==> config.mk <==
export PLATFORM = sky130hd
export DESIGN_NAME = pcs_switchover
export DESIGN_NICKNAME = d
export VERILOG_FILES = /design/src/pcs_pkg.sv /design/src/pcs_switchover.sv
export SDC_FILE = /design/constraint.sdc
export NUM_CORES = 1
export LEC_CHECK = 0
export BUFFER_PORTS_ARGS = -buffer_cell sky130_fd_sc_hd__buf_2
export CORE_AREA = 2 2 73 75
export CTS_BUF_LIST = sky130_fd_sc_hd__clkbuf_16
export DETAILED_ROUTE_END_ITERATION = 8
export DIE_AREA = 0 0 75 77
export RECOVER_POWER = 25
export SLEW_MARGIN = 20
export SYNTH_ARGS = -nofsm -noshare
export SYNTH_HDL_FRONTEND = slang
export SYNTH_SLANG_ARGS = --single-unit
==> constraint.sdc <==
create_clock -name mclk -period 1.7 [get_ports mclk]
set_input_delay 0.34 -clock mclk [delete_from_list [all_inputs] [get_ports mclk]]
set_output_delay 0.34 -clock mclk [all_outputs]
set_load 0.02 [all_outputs]
==> src/pcs_pkg.sv <==
// Package for the PLL switchover sequencer: constants, pin and status
// bundles, and the sequencer state type.
// Assumes a single 100 MHz system clock domain.
package pcs_pkg;

    // Clock and timing
    localparam int unsigned CLK_PERIOD_NS    = 10;
    localparam int unsigned RESET_MIN_NS     = 10;
    // Least reset width, rounded up to whole cycles, never below one
    localparam int unsigned RESET_MIN_CYCLES =
        ((RESET_MIN_NS + CLK_PERIOD_NS - 1) / CLK_PERIOD_NS) < 1 ? 1 :
        ((RESET_MIN_NS + CLK_PERIOD_NS - 1) / CLK_PERIOD_NS);
    // Cycles the raw lock must stay high before lock is reported
    localparam int unsigned LOCK_STABLE_CYCLES = 8;

    // Counter widths
    localparam int unsigned STABLE_W = 4;
    localparam int unsigned RSTCNT_W = 4;

    // Values after reset
    localparam logic REF_SELECT_RESET = 1'b0;
    localparam logic [STABLE_W-1:0] STABLE_RESET = 4'h0;
    localparam logic [RSTCNT_W-1:0] RSTCNT_RESET = 4'h0;

    // Sized forms of the counts
    localparam logic [STABLE_W-1:0] STABLE_LAST =
        STABLE_W'(LOCK_STABLE_CYCLES - 1);
    localparam logic [RSTCNT_W-1:0] RSTCNT_MIN = RSTCNT_W'(RESET_MIN_CYCLES);
    localparam logic [RSTCNT_W-1:0] RSTCNT_MAX = 4'hf;

    // Pins arriving from outside the clock domain
    typedef struct packed {
        logic switchReq;
        logic pllReset;
        logic analogLock;
        logic primary_clock_fault;
        logic secondary_clock_fault;
        logic pfdEnable;
    } pcs_pins_t;

    // Synchroniser value after reset: pins at their idle levels
    localparam pcs_pins_t PINS_IDLE = '{pfdEnable: 1'b1, default: 1'b0};

    // Status bundle driven back out
    typedef struct packed {
        logic refSelect;
        logic switchActive;
        logic lockOut;
        logic phaseAligned;
        logic holdover;
        logic lockLost;
        logic switchFault;
    } pcs_status_t;

    typedef enum logic [1:0] {
        ST_RUN,
        ST_RESYNC,
        ST_RESET
    } pcs_state_t;

endpackage

==> src/pcs_switchover.sv <==
// Sequencer for manual reference clock switchover inside the PLL block.
// All pins arrive asynchronously and are synchronised on mclk.
`timescale 1ns/1ps
`default_nettype none

module pcs_switchover (
    // Clock, reset, enable
    input  wire logic             mclk,
    input  wire logic             arst_n,
    input  wire logic             ce,
    // Asynchronous pins
    input  wire pcs_pkg::pcs_pins_t pinsIn,
    // Same-domain flag clear
    input  wire logic             clearFlags,
    // Status
    output var  pcs_pkg::pcs_status_t status
);
    import pcs_pkg::*;

    typedef struct packed {
        pcs_pins_t                sync1;
        pcs_pins_t                sync2;
        logic                     reqPrev;
        pcs_state_t               fsm;
        logic                     refSel;
        logic [STABLE_W-1:0]      stableCnt;
        logic [RSTCNT_W-1:0]      rstCnt;
        logic                     realign;
        logic                     lockOut;
        logic                     phaseAligned;
        logic                     lockLost;
        logic                     switchFault;
        logic                     holdover;
        logic                     switchActive;
    } pcs_regs_t;

    localparam pcs_regs_t REGS_RESET = '{
        sync1:        PINS_IDLE, // No false holdover after reset
        sync2:        PINS_IDLE,
        reqPrev:      1'b0,
        fsm:          ST_RESYNC,
        refSel:       REF_SELECT_RESET,
        stableCnt:    STABLE_RESET,
        rstCnt:       RSTCNT_RESET,
        realign:      1'b0,
        lockOut:      1'b0,
        phaseAligned: 1'b0,
        lockLost:     1'b0,
        switchFault:  1'b0,
        holdover:     1'b0,
        switchActive: 1'b0
    };

    pcs_regs_t r;
    pcs_regs_t next_r;

    // Saturating increment of the reset width counter
    function automatic logic [RSTCNT_W-1:0] rstInc(
        input logic [RSTCNT_W-1:0] v
    );
        rstInc = (v == RSTCNT_MAX) ? v : RSTCNT_W'(v + 1'b1);
    endfunction

    // Next-state logic
    always_comb begin
        pcs_pins_t s;
        logic      reqRise;
        s       = r.sync2;
        reqRise = s.switchReq & ~r.reqPrev;
        next_r  = r;
        // Two-stage synchroniser; only stage two is read below
        next_r.sync1   = pinsIn;
        next_r.sync2   = r.sync1;
        next_r.reqPrev = s.switchReq;
        // Oscillator holds frequency while detector is off
        next_r.holdover = ~s.pfdEnable;
        // Clear first so a same-cycle event still sets the flag
        if (clearFlags) begin
            next_r.lockLost    = 1'b0;
            next_r.switchFault = 1'b0;
        end
        if (r.lockOut && !s.analogLock) begin
            next_r.lockLost = 1'b1;
        end
        case (r.fsm)
            ST_RUN: begin
                if (s.pllReset) begin
                    next_r.fsm          = ST_RESET;
                    next_r.rstCnt       = 4'h1;
                    next_r.lockOut      = 1'b0;
                    next_r.phaseAligned = 1'b0;
                end else if (reqRise) begin
                    // Swap references and wait for the loop to settle
                    next_r.fsm          = ST_RESYNC;
                    next_r.refSel       = ~r.refSel;
                    next_r.switchActive = 1'b1;
                    next_r.lockOut      = 1'b0;
                    next_r.phaseAligned = 1'b0;
                    next_r.realign      = 1'b0;
                    next_r.stableCnt    = STABLE_RESET;
                    if (s.primary_clock_fault || s.secondary_clock_fault) begin
                        next_r.switchFault = 1'b1;
                    end
                end else if (!s.analogLock) begin
                    // Lock dropped on its own; go back and resync
                    next_r.fsm       = ST_RESYNC;
                    next_r.lockOut   = 1'b0;
                    next_r.stableCnt = STABLE_RESET;
                end
            end
            ST_RESYNC: begin
                if (s.pllReset) begin
                    next_r.fsm          = ST_RESET;
                    next_r.rstCnt       = 4'h1;
                    next_r.phaseAligned = 1'b0;
                end else if (reqRise) begin
                    next_r.refSel       = ~r.refSel;
                    next_r.switchActive = 1'b1;
                    next_r.realign      = 1'b0;
                    next_r.stableCnt    = STABLE_RESET;
                    if (s.primary_clock_fault || s.secondary_clock_fault) begin
                        next_r.switchFault = 1'b1;
                    end
                end else if (s.analogLock) begin
                    // Resync time is open-ended; demand a stable run
                    if (r.stableCnt == STABLE_LAST) begin
                        next_r.fsm          = ST_RUN;
                        next_r.lockOut      = 1'b1;
                        next_r.switchActive = 1'b0;
                        next_r.phaseAligned = r.realign;
                    end else begin
                        next_r.stableCnt = STABLE_W'(r.stableCnt + 1'b1);
                    end
                end else begin
                    next_r.stableCnt = STABLE_RESET;
                end
            end
            ST_RESET: begin
                next_r.lockOut = 1'b0;
                if (s.pllReset) begin
                    // Width of the reset as seen on mclk
                    next_r.rstCnt = rstInc(r.rstCnt);
                end else begin
                    // Long enough reset realigns phase after relock
                    next_r.realign   = (r.rstCnt >= RSTCNT_MIN);
                    next_r.fsm       = ST_RESYNC;
                    next_r.stableCnt = STABLE_RESET;
                end
            end
            default: begin
                next_r = REGS_RESET;
            end
        endcase
    end

    // State register, frozen while ce is low
    always_ff @(posedge mclk or negedge arst_n) begin
        if (!arst_n) begin
            r <= REGS_RESET;
        end else if (ce) begin
            r <= next_r;
        end
    end

    // Status straight from flip-flops
    always_comb begin
        status.refSelect    = r.refSel;
        status.switchActive = r.switchActive;
        status.lockOut      = r.lockOut;
        status.phaseAligned = r.phaseAligned;
        status.holdover     = r.holdover;
        status.lockLost     = r.lockLost;
        status.switchFault  = r.switchFault;
    end

endmodule

`default_nettype wire

==> results.txt <==
Synth-to-Final Area Change: 15.9%
crit path cell chain: ha_1, nand2_1, o21ai_0, or3_4, o22ai_1
post-CTS setup buffer count: 0
WP buf/inv: 0
footprint of the multi-input gates: 744 um^2
#FFs+latches synth: 31
GRT Overall Usage: 12.9%
post-synthesis mux area share: 1.20%
post-synth top area share: 42.2%
DR iter-0 viols: 47
clk slew on worst S/H paths: 50 ps
Peak VDD IR: 0.000409 V
DR WL/cell: 13.2 um
htree depth: 2
vias per inst: 4.82
Worst EP required: 1890 ps
Post-DP Area: 1790 um^2
Hold Crit Class: in -> async
post-route minimum period: 1580 ps
most frequent cell after synthesis: dfrtp_1
Synth Area in Simple Gates: 18.9%
CP Launch Point: r[11]
Post-Synth Adder-Cell Area: 3.01%
top post-synthesis cells by count: 28 x dfrtp_1, 21 x nand2_1, 10 x a21oi_1, 10 x o21ai_0, 10 x o2bb2ai_1
DRT Wirelength: 3390 um
CTS sink count: 31
R2R depth: 5
Yosys warnings: 0
Longest Clk Path Bufs: 2
# fillers: 503
die height: 77 um
grt ovf: 0
period utilization: 92.8%
DP HPWL: 2440 um
Netlist cell types: 44
vias in the first global route: 1,206
max-slew violation count: 0
Clock Latency Late Sink: 270 ps
setup tns final: 0 ps
Die W: 75 um
EDFF count, synth: 0
CP Max Fanout: 3
CTS Hold Buffers Added: 0
RSZ-0062 raised after global routing: no
reg2reg end: r[12]
Synthesized Nets: 185
number of max-cap violations: 0
Top FF cell, synth: dfrtp_1
Initial Util: 33.4%
Synth Area in XOR/XNOR: 0%
skew final: 3.41 ps
Final setup viols: 0
n_diodes: 0
dominant cells by area after synthesis: dfrtp_1 42%, o2bb2ai_1 5.3%, dfstp_2 4.7%, nand2_1 4.7%, buf_4 4.1%
Final Hold Fails: 0
status: finished clean
Synth area leader: dfrtp_1
vias after detailed routing: 1,238
root buffer cell: clkbuf_16
DRC: 0
final core utilization: 38.7%
leakage power figure: 0.000835 uW
CTS resizes: 0
sequential cell area: 779 um^2
Row Count: 26
Worst R2R Start: r[11]
total CTS buffers: 5
synthesized area per cell: 9.72 um^2
IO Pins: 17
max_slew headroom: 34.8%
endpoint class of the critical path: flip-flop
CP Depth: 5
initial antenna violation count: 0
slew of the pin with the lowest slew margin: 978 ps
share of cells above drive strength 1: 21.9%
asr flop ratio synth: 100%
core area: 4980 um^2
pwr/cell area: 1110 nW/um^2
CP delay by family, top: simple AND/OR/NAND/NOR gates
crit path max-delay cell type: or3_4
complex-gate fraction of the synthesized area: 21.7%
Largest stage delay, worst path: 430 ps
nets: 200
FMAX: 634 MHz
Post-Synthesis Cells: 171
largest net degree at the start of global routing: 20
first-pass GRT wire length: 5630 um
CP Launch Type: flip-flop
Crit Path Category: reg -> reg
DRT Pass-1 Iters: 4
Die ar.: 5780 um^2
Detail Route Antenna Nets: 0
PortBufs: 16
Seq/Total Area, Yosys: 46.9%
CTS tree: yes
Critical Path AT: 1770 ps
routability cong.: 0.826
Critical Path End: r[12]
final instance area: 1930 um^2
flop-to-flop setup slack: 120 ps
Syn Std Cell Area: 1660 um^2
main combinational cell family by area after synthesis: compound AO/OA/AOI/OAI gates
## per-stage QoR
step                setup slack [ps]  std cells  hold WS [ps]  power [uW]
global route                    52.2        257           293        2280
detailed placement               135        249           294        1340
finish                           122        257           205        2140
global placement                 191        249           293        1330
CTS                              115        257          5.43        2170
floorplan                        256        171          44.4        1240
## layer usage
layer | track usage (%) | wire (um) | up-vias
met5 | 0 | 0 | -
met4 | 6.43 | 61 | 0
met3 | 3.94 | 97 | 7
met2 | 18.6 | 1540 | 14
met1 | 17.2 | 1700 | 583
li1 | - | - | 634
## cells by family after synthesis
logic type | Yosys count
fa+ha+maj | 4
compound gates | 52
simple gates | 56
buf+inv | 26
mux | 2
flops | 31
## sequential cells by signal, summed over array words and instances (netlist names)
| signal | count |
|---|---|
| r | 24 |
| status | 7 |
## power by group
group	total, uW	switching (uW)	internal (uW)
Sequential	932	95.8	836
Combinational	388	227	161
Clock	819	292	527
## worst min-delay path by stage
stage	cells past startpoint	from	to	slack (ps)
floorplan	0	arst_n	r[10]	40
global placement	1	arst_n	status[1]	290
detailed placement	1	arst_n	status[1]	290
CTS	1	arst_n	status[0]	5
global route	1	arst_n	status[1]	290
finish	1	arst_n	status[0]	210
## cell usage in the layout (no fill, tap or decap), types with 2 or more instances in the layout
cell type  count
mux2i_1        2
buf_4          8
o21ai_0       10
inv_2          2
ha_1           4
nor3_1         2
o311ai_0       4
inv_1          9
dfrtp_1       28
nor3b_1        2
nand3_1        4
o31ai_1        3
o2bb2ai_1     10
o21a_1         2
o22ai_1        3
clkbuf_16      5
nand2b_1       4
nand4_1        2
buf_2         15
dfstp_2        3
nand2_1       21
nor2_1         9
a31oi_1        2
a21oi_1       10
## final cells by class
class	instances	share of cell area, %
sequential	31	40.5
multi-input combinational	114	38.7
timing repair buffer	24	7.21
clock buffer	5	6.50
tap	70	4.55
inverter	10	1.95
clock inverter	3	0.650
Note: power is estimated with default switching activity, not from simulation.
